## src/gate_pkg.sv

```systemverilog
// Purpose: shared constants for the drive command gate
// Assumes: 32-bit classic Wishbone, byte addresses
// Notes:   offsets are byte addresses of aligned words
`default_nettype none
package gate_pkg;
  // ************************************************
  // register offsets
  // ************************************************
  localparam logic [7:0] ADR_CTRL   = 8'h00;
  localparam logic [7:0] ADR_CMD    = 8'h04;
  localparam logic [7:0] ADR_ALARM  = 8'h08;
  localparam logic [7:0] ADR_REFOFS = 8'h0C;
  localparam logic [7:0] ADR_STATUS = 8'h10;
  localparam logic [7:0] ADR_IRQST  = 8'h14;
  localparam logic [7:0] ADR_IRQEN  = 8'h18;
  localparam logic [7:0] ADR_IRQCLR = 8'h1C;
  // ************************************************
  // control fields and reset values
  // ************************************************
  localparam int CTL_LOCK  = 0;
  localparam int CTL_EXT   = 1;
  localparam int CTL_RSEL  = 2;
  localparam int CTL_RUN   = 3;
  localparam int CTL_SPEED = 8;
  localparam logic       LOCK_RST  = 1'b0;
  localparam logic       EXT_RST   = 1'b0;
  localparam logic       RSEL_RST  = 1'b0;
  localparam logic       RUN_RST   = 1'b1;
  localparam logic [3:0] SPEED_RST = 4'h0;
  // ************************************************
  // command bits
  // ************************************************
  localparam int CMD_REINIT = 0;
  localparam int CMD_NULL   = 1;
  localparam int CMD_CAL    = 2;
  localparam int CMD_ARST   = 3;
  localparam int CMD_MDEF   = 4;
  localparam int CMD_FDEF   = 5;
  localparam int CMD_PSAVE  = 6;
  localparam int CMD_SAVE   = 7;
  // ************************************************
  // alarm codes, limits, events
  // ************************************************
  localparam logic [7:0]  ALM_CSUM_A    = 8'h0A;
  localparam logic [7:0]  ALM_CSUM_B    = 8'h0B;
  localparam logic [15:0] OFS_LIMIT_MV  = 16'h00C8;
  localparam int EV_DONE    = 0;
  localparam int EV_REFUSED = 1;
  localparam int EV_RETRY   = 2;
  localparam int EV_ALARM   = 3;
  localparam int N_EV       = 4;
  typedef enum logic [1:0] {SV_IDLE, SV_WAIT} save_state_t;
endpackage
`default_nettype wire

```

## src/pin_sync.sv

```systemverilog
// Purpose: three-stage synchroniser with agreement filter
// Assumes: inputs asynchronous to clk_i
// Notes:   output changes once stages two and three agree
`timescale 1ns/100ps
`default_nettype none
module pin_sync #(
  parameter int W = 1
) (
  input  wire logic         clk_i,
  input  wire logic         rst_i,
  input  wire logic [W-1:0] in_i,
  output var  logic [W-1:0] out_o
);
  logic [W-1:0] s1_reg;
  logic [W-1:0] s2_reg;
  logic [W-1:0] s3_reg;

  // shift chain, first stage read only by the second
  always_ff @(posedge clk_i)
  begin
    if (rst_i)
    begin
      s1_reg <= '0;
      s2_reg <= '0;
      s3_reg <= '0;
    end
    else
    begin
      s1_reg <= in_i;
      s2_reg <= s1_reg;
      s3_reg <= s2_reg;
    end
  end

  // take each bit once the late stages agree
  always_ff @(posedge clk_i)
  begin
    if (rst_i)
      out_o <= '0;
    else
      for (int i = 0; i < W; i++)
        if (s2_reg[i] == s3_reg[i])
          out_o[i] <= s3_reg[i];
  end
endmodule // pin_sync
`default_nettype wire

```

## src/irq_ctrl.sv

```systemverilog
// Purpose: sticky event status, enable mask, level interrupt
// Assumes: clear and enable writes are one-cycle strobes
// Notes:   an event in the clear cycle stays set
`timescale 1ns/100ps
`default_nettype none
module irq_ctrl #(
  parameter int N = 4
) (
  input  wire logic         clk_i,
  input  wire logic         rst_i,
  input  wire logic [N-1:0] ev_i,
  input  wire logic         en_we_i,
  input  wire logic         clr_we_i,
  input  wire logic [N-1:0] wdata_i,
  output var  logic [N-1:0] status_o,
  output var  logic [N-1:0] enable_o,
  output var  logic         irq_o
);
  logic [N-1:0] status_next;

  // set wins over clear
  always_comb
  begin
    status_next = status_o;
    if (clr_we_i)
      status_next = status_next & ~wdata_i;
    status_next = status_next | ev_i;
  end

  // status, mask and registered interrupt line
  always_ff @(posedge clk_i)
  begin
    if (rst_i)
    begin
      status_o <= '0;
      enable_o <= '0;
      irq_o    <= 1'b0;
    end
    else
    begin
      status_o <= status_next;
      if (en_we_i)
        enable_o <= wdata_i;
      irq_o <= |(status_next & (en_we_i ? wdata_i : enable_o));
    end
  end
endmodule // irq_ctrl
`default_nettype wire

```

## src/drive_parameter_command_gate.sv

```systemverilog
// Purpose: gates command bits written to a servo drive
// Assumes: one clock, synchronous active-high reset
// Notes:   command writes are one-shot; accepted reinit, defaults and saves pulse out
`timescale 1ns/100ps
`default_nettype none
// What this block does
// - every command needs the security lock clear
// - reinit and nulling need extended menu
// - reinit restarts serial line at stored speed
// - serial line always initialised after reset
// - nulling cancels offset only below 200 mV
// - calibration request only while drive disabled
// - calibration runs at next drive start-up
// - alarm reset clears codes, persisting alarm redisplayed
// - alarm reset refused on checksum codes 10, 11
// - mode defaults only with reserved reference off
// - full defaults: parameters, mode values, program
// - full defaults zero checksum alarm codes
// - full defaults only while program stopped
// - program save shows retry on failure
// - parameter save refused on checksum error
// - security lock blocks parameter modification
// - logic program runs while run flag set
module drive_parameter_command_gate
  import gate_pkg::*;
#(
  parameter int SPW = 4
) (
  input  wire logic        clk_i,
  input  wire logic        rst_i,
  input  wire logic        wb_cyc_i,
  input  wire logic        wb_stb_i,
  input  wire logic        wb_we_i,
  input  wire logic [7:0]  wb_adr_i,
  input  wire logic [3:0]  wb_sel_i,
  input  wire logic [31:0] wb_dat_i,
  output var  logic [31:0] wb_dat_o,
  output var  logic        wb_ack_o,
  input  wire logic        drive_enabled_i,
  input  wire logic        alarm_active_i,
  input  wire logic [15:0] offset_mv_i,
  input  wire logic        alarm_set_i,
  input  wire logic [7:0]  alarm_code_i,
  input  wire logic        save_done_i,
  input  wire logic        save_fail_i,
  output var  logic        serial_init_o,
  output var  logic [SPW-1:0] serial_speed_o,
  output var  logic        cal_run_o,
  output var  logic        mode_defaults_o,
  output var  logic        full_defaults_o,
  output var  logic        default_program_o,
  output var  logic        program_save_o,
  output var  logic        param_save_o,
  output var  logic        display_retry_o,
  output var  logic        display_alarm_o,
  output var  logic        program_run_o,
  output var  logic [15:0] ref_offset_o,
  output var  logic        irq_o
);
  // refuse speed widths that do not fit the control word field
  if (SPW < 1 || SPW > 8)
  begin : g_bad_spw
    $error("SPW must be 1 to 8");
  end

  // ************************************************
  // declarations
  // ************************************************
  logic        lock_reg;
  logic        ext_reg;
  logic        rsel_reg;
  logic [7:0]  prim_reg;
  logic [7:0]  sec_reg;
  logic        boot_done_reg;
  logic        cal_pend_reg;
  logic        drv_prev_reg;
  logic        persist_reg;
  save_state_t save_reg;
  logic [1:0]  drv_alm_s;
  logic        drv_en_s;
  logic        drv_rise;
  logic        req;
  logic        wr;
  logic [31:0] wmask;
  logic [31:0] ctrl_word;
  logic [31:0] ctrl_wd;
  logic        cmd_wr;
  logic [7:0]  cmd;
  logic [7:0]  ok;
  logic        unlocked;
  logic        csum;
  logic [15:0] mag;
  logic [N_EV-1:0] ev;
  logic [N_EV-1:0] irq_st;
  logic [N_EV-1:0] irq_en;
  logic [31:0] rdata;

  // ************************************************
  // pins and bus decode
  // ************************************************
  pin_sync #(.W(2)) u_sync (
    .clk_i (clk_i),
    .rst_i (rst_i),
    .in_i  ({alarm_active_i, drive_enabled_i}),
    .out_o (drv_alm_s)
  );
  assign drv_en_s = drv_alm_s[0];
  assign drv_rise = drv_en_s & ~drv_prev_reg;

  // writes take effect on the edge that sees ack high
  assign req   = wb_cyc_i & wb_stb_i;
  assign wr    = req & wb_we_i & wb_ack_o;
  assign wmask = {{8{wb_sel_i[3]}}, {8{wb_sel_i[2]}},
                  {8{wb_sel_i[1]}}, {8{wb_sel_i[0]}}};
  assign ctrl_wd = (ctrl_word & ~wmask) | (wb_dat_i & wmask);
  assign cmd_wr = wr & (wb_adr_i == ADR_CMD) & wb_sel_i[0];
  assign cmd    = cmd_wr ? wb_dat_i[7:0] : 8'h00;

  // ************************************************
  // command gating
  // ************************************************
  // lock gate
  assign unlocked = ~lock_reg;
  assign csum = (prim_reg == ALM_CSUM_A) | (prim_reg == ALM_CSUM_B)
              | (sec_reg == ALM_CSUM_A) | (sec_reg == ALM_CSUM_B);
  assign mag  = offset_mv_i[15] ? 16'(-offset_mv_i) : offset_mv_i;

  // acceptance of each command bit
  always_comb
  begin
    ok = 8'h00;
    if (unlocked)
    begin
      ok[CMD_REINIT] = cmd[CMD_REINIT] & ext_reg;
      ok[CMD_NULL]  = cmd[CMD_NULL] & ext_reg & (mag < OFS_LIMIT_MV);
      ok[CMD_CAL]   = cmd[CMD_CAL] & ~drv_en_s;
      ok[CMD_ARST]  = cmd[CMD_ARST] & ~csum;
      ok[CMD_MDEF]  = cmd[CMD_MDEF] & ~rsel_reg;
      ok[CMD_FDEF]  = cmd[CMD_FDEF] & ~program_run_o;
      ok[CMD_PSAVE] = cmd[CMD_PSAVE] & (save_reg == SV_IDLE);
      ok[CMD_SAVE]  = cmd[CMD_SAVE] & ~csum & ~cmd[CMD_PSAVE]
                    & (save_reg == SV_IDLE);
    end
  end

  // refused bits only raise an event
  assign ev[EV_REFUSED] = |(cmd & ~ok);
  assign ev[EV_DONE]    = (save_reg == SV_WAIT) & save_done_i;
  assign ev[EV_RETRY]   = (save_reg == SV_WAIT) & save_fail_i;
  assign ev[EV_ALARM]   = alarm_set_i;

  // ************************************************
  // control register
  // ************************************************
  assign ctrl_word = {16'h0000, 8'(serial_speed_o), 4'h0,
                      program_run_o, rsel_reg, ext_reg, lock_reg};

  // software fields and default loading
  always_ff @(posedge clk_i)
  begin
    if (rst_i)
    begin
      lock_reg       <= LOCK_RST;
      ext_reg        <= EXT_RST;
      rsel_reg       <= RSEL_RST;
      program_run_o  <= RUN_RST;
      serial_speed_o <= SPW'(SPEED_RST);
    end
    else if (ok[CMD_FDEF])
    begin
      ext_reg        <= EXT_RST;
      rsel_reg       <= RSEL_RST;
      program_run_o  <= RUN_RST;
      serial_speed_o <= SPW'(SPEED_RST);
    end
    else if (wr && wb_adr_i == ADR_CTRL)
    begin
      lock_reg <= ctrl_wd[CTL_LOCK];
      if (unlocked)
      begin
        ext_reg        <= ctrl_wd[CTL_EXT];
        rsel_reg       <= ctrl_wd[CTL_RSEL];
        program_run_o  <= ctrl_wd[CTL_RUN];
        serial_speed_o <= ctrl_wd[CTL_SPEED +: SPW];
      end
    end
  end

  // reference offset parameter
  always_ff @(posedge clk_i)
  begin
    if (rst_i)
      ref_offset_o <= 16'h0000;
    else if (ok[CMD_FDEF])
      ref_offset_o <= 16'h0000;
    else if (ok[CMD_NULL])
      ref_offset_o <= 16'(-offset_mv_i);
    else if (wr && wb_adr_i == ADR_REFOFS && unlocked)
      ref_offset_o <= ctrl_wd[15:0] & 16'hFFFF;
  end

  // ************************************************
  // alarm codes and display
  // ************************************************
  always_ff @(posedge clk_i)
  begin
    if (rst_i)
    begin
      prim_reg <= 8'h00;
      sec_reg  <= 8'h00;
    end
    else if (alarm_set_i)
    begin
      prim_reg <= alarm_code_i; // new alarm wins over clear
      sec_reg  <= prim_reg;
    end
    else if (ok[CMD_ARST] || (ok[CMD_FDEF] && csum))
    begin
      prim_reg <= 8'h00;
      sec_reg  <= 8'h00;
    end
  end

  always_ff @(posedge clk_i)
  begin
    if (rst_i)
    begin
      persist_reg     <= 1'b0;
      display_alarm_o <= 1'b0;
    end
    else
    begin
      if (ok[CMD_ARST])
        persist_reg <= drv_alm_s[1];
      else if (!drv_alm_s[1])
        persist_reg <= 1'b0;
      display_alarm_o <= (prim_reg != 8'h00) | persist_reg;
    end
  end

  // ************************************************
  // serial line and calibration
  // ************************************************
  always_ff @(posedge clk_i)
  begin
    if (rst_i)
    begin
      boot_done_reg <= 1'b0;
      serial_init_o <= 1'b0;
    end
    else
    begin
      boot_done_reg <= 1'b1;
      serial_init_o <= ~boot_done_reg | ok[CMD_REINIT];
    end
  end

  always_ff @(posedge clk_i)
  begin
    if (rst_i)
    begin
      cal_pend_reg <= 1'b0;
      cal_run_o    <= 1'b0;
      drv_prev_reg <= 1'b0;
    end
    else
    begin
      drv_prev_reg <= drv_en_s;
      cal_run_o    <= drv_rise & cal_pend_reg;
      if (ok[CMD_CAL])
        cal_pend_reg <= 1'b1;
      else if (drv_rise)
        cal_pend_reg <= 1'b0;
    end
  end

  // ************************************************
  // defaults and save handshake
  // ************************************************
  always_ff @(posedge clk_i)
  begin
    if (rst_i)
    begin
      mode_defaults_o   <= 1'b0;
      full_defaults_o   <= 1'b0;
      default_program_o <= 1'b0;
      program_save_o    <= 1'b0;
      param_save_o      <= 1'b0;
    end
    else
    begin
      mode_defaults_o   <= ok[CMD_MDEF];
      full_defaults_o   <= ok[CMD_FDEF];
      default_program_o <= ok[CMD_FDEF];
      program_save_o    <= ok[CMD_PSAVE];
      param_save_o      <= ok[CMD_SAVE];
    end
  end

  always_ff @(posedge clk_i)
  begin
    if (rst_i)
    begin
      save_reg        <= SV_IDLE;
      display_retry_o <= 1'b0;
    end
    else
    begin
      case (save_reg)
        SV_IDLE:
          if (ok[CMD_PSAVE] || ok[CMD_SAVE])
          begin
            save_reg        <= SV_WAIT;
            display_retry_o <= 1'b0;
          end
        SV_WAIT:
          if (save_fail_i)
          begin
            save_reg        <= SV_IDLE;
            display_retry_o <= 1'b1;
          end
          else if (save_done_i)
            save_reg <= SV_IDLE;
        default:
          save_reg <= SV_IDLE;
      endcase
    end
  end

  // ************************************************
  // interrupts and bus answer
  // ************************************************
  irq_ctrl #(.N(N_EV)) u_irq (
    .clk_i    (clk_i),
    .rst_i    (rst_i),
    .ev_i     (ev),
    .en_we_i  (wr && wb_adr_i == ADR_IRQEN),
    .clr_we_i (wr && wb_adr_i == ADR_IRQCLR),
    .wdata_i  (wb_dat_i[N_EV-1:0]),
    .status_o (irq_st),
    .enable_o (irq_en),
    .irq_o    (irq_o)
  );

  // read mux, unmapped reads as zero
  always_comb
  begin
    case (wb_adr_i)
      ADR_CTRL:   rdata = ctrl_word;
      ADR_ALARM:  rdata = {16'h0000, sec_reg, prim_reg};
      ADR_REFOFS: rdata = {16'h0000, ref_offset_o};
      ADR_STATUS: rdata = {26'h0000000, save_reg == SV_WAIT,
                           display_retry_o, cal_pend_reg, drv_en_s,
                           csum, display_alarm_o};
      ADR_IRQST:  rdata = {28'h0000000, irq_st};
      ADR_IRQEN:  rdata = {28'h0000000, irq_en};
      default:    rdata = 32'h00000000;
    endcase
  end

  // one ack per request, dropped the cycle after
  always_ff @(posedge clk_i)
  begin
    if (rst_i)
    begin
      wb_ack_o <= 1'b0;
      wb_dat_o <= 32'h00000000;
    end
    else
    begin
      wb_ack_o <= req & ~wb_ack_o;
      wb_dat_o <= rdata;
    end
  end
endmodule // drive_parameter_command_gate
`default_nettype wire

```

## config.mk

```make
export PLATFORM = sky130hd
export DESIGN_NAME = drive_parameter_command_gate
export DESIGN_NICKNAME = d
export VERILOG_FILES = /design/src/gate_pkg.sv /design/src/pin_sync.sv /design/src/irq_ctrl.sv /design/src/drive_parameter_command_gate.sv
export SDC_FILE = /design/constraint.sdc
export NUM_CORES = 1
export LEC_CHECK = 0
export BUFFER_PORTS_ARGS = -buffer_cell sky130_fd_sc_hd__buf_4
export CORE_MARGIN = 3
export CORE_UTILIZATION = 51
export CTS_CLUSTER_DIAMETER = 30
export CTS_CLUSTER_SIZE = 16
export DETAILED_ROUTE_END_ITERATION = 8
export PLACE_DENSITY = 0.87
export SLEW_MARGIN = 15
export SYNTH_ARGS = -nofsm -noshare
export SYNTH_HDL_FRONTEND = slang
export SYNTH_SLANG_ARGS = --single-unit
```

## constraint.sdc

```tcl
create_clock -name clk_i -period 2.78 [get_ports clk_i]
set_clock_uncertainty 0.05 [all_clocks]
set_input_delay 0.139 -clock clk_i [delete_from_list [all_inputs] [get_ports clk_i]]
set_output_delay 0.139 -clock clk_i [all_outputs]
set_load 0.01 [all_outputs]
```

**Word-level counts from Yosys, hierarchy flattened**

Index checks and enable logic that the tools add are counted.

- Output and inout port bits: 64
- Register bits: 104

- Muxes and demuxes: 23
- $lt $le $gt $ge: 1
- Bitwise gates (word level): 46
- Reductions and logical operators: 22
- Equal/unequal tests: 18
- Add/sub/neg operators: 1

Operator list:

| cell | number |
|---|---|
| $pmux 16 s6 | 1 |
| $eq 8x4->1 const B | 6 |
| $mux 16 | 3 |
| $mux 8 | 5 |
| $eq 8x5->1 const B | 4 |
| $and 1x1->1 | 21 |
| $and 12x16->16 | 1 |
| $and 16x16->16 | 1 |
| $lt 16x8->1 const B | 1 |
| $neg 16->16 | 1 |
| $not 16->16 | 1 |
| $or 16x16->16 | 1 |
| $not 1->1 | 10 |
| $and 4x4->4 | 2 |
| $and 8x8->8 | 1 |
| $eq 8x3->1 const B | 1 |
| $logic_not 8->1 | 1 |
| $mux 4 | 2 |
| $not 8->8 | 1 |
| $reduce_bool 2->1 | 4 |
| $reduce_bool 8->1 | 1 |
| $reduce_or 8->1 | 1 |
| $mux 1 | 7 |
| $logic_and 1x1->1 | 6 |
| other kinds (17) | 28 |

**Logic depth before layout (Yosys ltp)**

- Word-level depth: 16
- Mapped depth: 10

**Cells and area by module**

From an unflattened synthesis, not the netlist that was laid out.

- Cell total of the unflattened synthesis: 466
- Area total of the unflattened synthesis: 4126.5 um^2

By module, submodules not included:

| module | area an instance (um^2) | cells an instance | times used |
|---|---|---|---|
| drive_parameter_command_gate | 3548.4 | 411 | 1 |
| irq_ctrl | 350.3 | 35 | 1 |
| pin_sync | 227.7 | 20 | 1 |

**Least setup slack after synthesis**

Ideal clock, no wire load.

- Path type: input -> register
- From: input port wb_adr_i[1]
- To: register u_irq.irq_o
- Data arrival time: 2154 ps
- Required time: 2616 ps
- Cell stages on the path: 6
- Setup slack: 461 ps
- Path through: or4_4 nor4_2 mux2_2 a21o_1 a222oi_1 a21bo_1

- Cells in the longest elaborated chain, start to end: 14
- Elaborated cells on any way between the ends: 29
- Classes of those cells: eq/ne: 3; mux: 4; bitwise: 18; reduce/logical: 4

Ends and longest elaborated chain:

| item | RTL line | source |
|---|---|---|
| start: declaration | drive_parameter_command_gate.sv:34 | `input wire logic [7:0] wb_adr_i,` |
| $eq 8x3->1 | drive_parameter_command_gate.sv:116 | `assign cmd_wr = wr & (wb_adr_i == ADR_CMD) & wb_sel_i[0];` |
| $and 1x1->1 (2 in a row) | drive_parameter_command_gate.sv:116 |  |
| $mux 8 | drive_parameter_command_gate.sv:117 | `assign cmd = cmd_wr ? wb_dat_i[7:0] : 8'h00;` |
| $and 1x1->1 or $not 1->1 (tied branches) | drive_parameter_command_gate.sv:141 | `ok[CMD_SAVE] = cmd[CMD_SAVE] & ~csum & ~cmd[CMD_PSAVE]` |
| $and 1x1->1 | drive_parameter_command_gate.sv:141 |  |
| $and 1x1->1 | drive_parameter_command_gate.sv:142 | `& (save_reg == SV_IDLE);` |
| $mux 8 | drive_parameter_command_gate.sv:132 | `if (unlocked)` |
| $not 8->8 | drive_parameter_command_gate.sv:147 | `assign ev[EV_REFUSED] = \|(cmd & ~ok);` |
| $and 8x8->8 | drive_parameter_command_gate.sv:147 |  |
| $reduce_or 8->1 | drive_parameter_command_gate.sv:147 |  |
| $or 4x4->4 | irq_ctrl.sv:27 | `status_next = status_next \| ev_i;` |
| $and 4x4->4 * | irq_ctrl.sv:44 | `irq_o <= \|(status_next & (en_we_i ? wdata_i : enable_o));` |
| $reduce_or 4->1 * | irq_ctrl.sv:44 |  |
| end signal: assignment | irq_ctrl.sv:44 |  |
| end: declaration | irq_ctrl.sv:17 | `output var logic irq_o` |

Mark *: on every way between the ends. The rest lies on a longest branch, timed or not.
A chain may end at the register's enable or synchronous reset.

**Worst setup path after layout**

- From: input port wb_stb_i
- To: register ref_offset_o[10]

- Cells in the longest elaborated chain, start to end: 10
- Elaborated cells on any way between the ends: 15
- Classes of those cells: mux: 3; bitwise: 8; reduce/logical: 4

Ends and longest elaborated chain:

| item | RTL line | source |
|---|---|---|
| start: declaration | drive_parameter_command_gate.sv:32 | `input wire logic wb_stb_i,` |
| $and 1x1->1 * | drive_parameter_command_gate.sv:111 | `assign req = wb_cyc_i & wb_stb_i;` |
| $and 1x1->1 * (2 in a row) | drive_parameter_command_gate.sv:112 | `assign wr = req & wb_we_i & wb_ack_o;` |
| $and 1x1->1 (2 in a row) | drive_parameter_command_gate.sv:116 |  |
| $mux 8 | drive_parameter_command_gate.sv:117 |  |
| $and 1x1->1 (2 in a row) | drive_parameter_command_gate.sv:135 | `ok[CMD_NULL] = cmd[CMD_NULL] & ext_reg & (mag < OFS_LIMIT_MV);` |
| $mux 8 | drive_parameter_command_gate.sv:132 |  |
| $mux 16 or $reduce_bool 2->1 (tied branches) | n/a |  |
| end signal: assignment | drive_parameter_command_gate.sv:197 | `ref_offset_o <= 16'(-offset_mv_i);` |
| end signal: assignment | drive_parameter_command_gate.sv:199 | `ref_offset_o <= ctrl_wd[15:0] & 16'hFFFF;` |
| end: declaration | drive_parameter_command_gate.sv:57 | `output var logic [15:0] ref_offset_o,` |

Marked as above.

==> summary.txt <==
Outcome
  – Status: completed

Layout
  – Number of diodes: 0
  – Post-Layout Cell Count: 714
  – P&R area growth vs syn: 27.1%
  – Largest registers: ref_offset_o (16), wb_dat_o (16)
  – Share of layout cells above drive strength 1: 0.275
  – Fin area: 5480 µm²
  – # nets final: 687

Routing
  – DRT Pass-1 Iters: 6
  – Post-Route WL: 12.8 mm
  – Routed Antenna Nets: 0
  – Via count: 4256
  – Wire per inst: 17.9 µm
  – DR iter-0 viols: 331
  – Residual DRC: 0
  – Via density: 5.96

Logic synthesis
  – Top-count cell post-synth: dfxtp_1
  – Post-synthesis sequential area ratio: 0.404
  – Yosys top cell area share: 0.404
  – Post-synthesis instance total: 498
  – Area contributors post-synth: dfxtp_1, nor2_1, mux2_2, nand2_1, mux2i_1
  – Synth cell types: 64
  – Ys Warns: 0
  – Synth Register Bits: 87
  – Ys flop type: dfxtp_1
  – Fraction of registers with async set/reset: 0
  – Area leader, netlist: dfxtp_1
  – Synthesized area: 4310 µm²
  – EDFF count, synth: 0
  – Syn Area/Cell: 8.66 µm²
  – Synth cell count leaders: dfxtp_1, nor2_1, nand2_1

Power
  – Power Density: 455 nW/µm²
  – Worst IR Drop VDD: 0.000255 V
  – Tot Pwr: 2.50 mW
  – LEAKAGE: 2.24 nW

STA
  – Slew @ Worst Pin: 0.829 ns
  – Final setup margin: 0.338 ns
  – Final setup vio count: 0
  – Fmax: 409 MHz
  – Final hold vios: 0
  – Unrepaired setup endpoints after global routing: false
  – Slew Limit Headroom: 0.447
  – Setup tns final: 0 ns
  – Final critical-path share of the clock period: 0.879
  – Max-slew violations: 0
  – Tmin final: 2.44 ns

Critical path
  – Crit Path Class: input port to flop
  – Crit path top cell by count: nand2_1
  – CP max-delay cell: or4_1
  – Worst EP arrival: 2.69 ns
  – CP required: 3.03 ns
  – Worst-path maximum fanout: 5
  – CP Launch Type: input port
  – CP Capture Type: flop
  – Critical path cell sequence: dlygate4sd3_1 > buf_4 > and4_1 > nand2_1 > or4_1 > nor4_1 > nand3_1 > or3_1 > nand2_1
  – Slowest stage delay, CP: 0.57 ns

Placed design
  – DP Worst Slack: 0.166 ns
  – Port Buffers: 107
  – Post-DP HPWL: 9.47 mm
  – Routability cong.: 0.980
  – Placed inst area: 5150 µm²
  – Dpl cells: 686

Clock tree
  – Clock transition at the registers of the reported paths: 0.09 ns
  – Worst skew pair latency: 0.37 ns
  – TritonCTS clock tree: done
  – H-tree levels: 3
  – Longest Clk Path Bufs: 2
  – CTS root buffer: clkbuf_8
  – Post-CTS sizing: 0
  – Postcts setup bufs: 0
  – Sink Count: 87
  – CTS buffer count: 9

Global routing
  – Antenna violations before repair: 0
  – Global routing usage on met2: 0.432
  – Global-route wire length before repair: 20.4 mm
  – Met1 usage: 0.319
  – Top Usage Layer GRT: met2
  – Vias in the first global route: 4140
  – GRT Residual Overflow: 0
  – Tot GR Track Use: 0.259
  – Met3 GRT Util: 0.0600
  – Largest net degree at the start of global routing: 46

Min path
  – HP Class: input port to flop

Floorplanning
  – Ports: 142
  – Core area: 7970 µm²
  – Initial core utilization: 0.541
  – Total die area: 9590 µm²
  – Die height: 97.9 µm
  – Die W: 97.9 µm
  – Row cnt: 32

Job
  – # Max-Cap Violations: 0
critical path, delay by kind of cell:
kind	cells	cell delay (ns)
simple gates	7	1.91
buf+inv	2	0.64
final cells by class:
cell class | count | area, µm²
fill | 629 | 2490
multi-input combinational | 366 | 2330
sequential | 87 | 1740
timing repair buffer | 133 | 1030
clock buffer | 10 | 138
tap | 102 | 128
clock inverter | 6 | 75.1
inverter | 10 | 37.5
report_power, final:
group	total, mW	internal (mW)	switching (mW)
clock network	0.939	0.454	0.485
logic	0.275	0.126	0.150
registers	1.28	1.26	0.0179
metal layers:
metal	up-vias	routed length, µm	part of all wire
met3	46	1150	0.090
li1	1996	-	-
met4	0	506	0.040
met1	1975	5080	0.40
met2	239	6050	0.47
met5	-	0	0
cell usage in the layout, fill, tap and decap left out, types with 9 or more instances in the layout:
cell	netlist	layout
buf_4	17	121
dfxtp_1	87	87
nor2_1	58	58
nand2_1	46	46
a21oi_1	23	23
a22oi_1	22	22
nand3_1	19	19
mux2_2	17	17
mux2i_1	17	17
conb_1	1	16
o21ai_0	12	12
dlygate4sd3_1	0	12
inv_1	10	10
nor3_1	10	10
clkbuf_8	0	10
nor4_1	9	9
nor2b_1	9	9
a31oi_1	9	9
stage by stage:
stage	hold slack, ns	util
3_3_place_gp	0.305	0.646
6_report	0.0184	0.688
3_5_place_dp	0.307	0.646
4_1_cts	0.0163	0.688
2_1_floorplan	0.207	-
5_1_grt	0.0195	0.688
timing repair:
item	4_1_cts	5_1_grt
hold buffers	12	0
hold endpoints to repair	11	0
setup endpoints to repair	0	0
worst paths after layout:
path / from / to / slack [ns] / depth (start not counted)
worst max-delay path: wb_stb_i / ref_offset_o[10] / 0.34 / 9
worst max register to register: wb_ack_o / ref_offset_o[10] / 0.35 / 7
worst min register to register: boot_done_reg / serial_init_o / 0.36 / 1
worst min-delay path: wb_dat_i[3] / u_irq.status_o[3] / 0.02 / 2
logic make-up (layout without fill, tap and decap cells):
logic type / count (synthesis) / in the layout / share of synthesized area
compound gates: 108 / 108 / 0.174
simple gates: 200 / 200 / 0.250
mux: 34 / 34 / 0.0839
other cells: 1 / 16 / 0.000870
fa+ha+maj: 2 / 2 / 0.00580
flops: 87 / 87 / 0.404
buf+inv: 60 / 159 / 0.0694
xor+xnor: 6 / 6 / 0.0122
(Power assumes the default switching activity.)
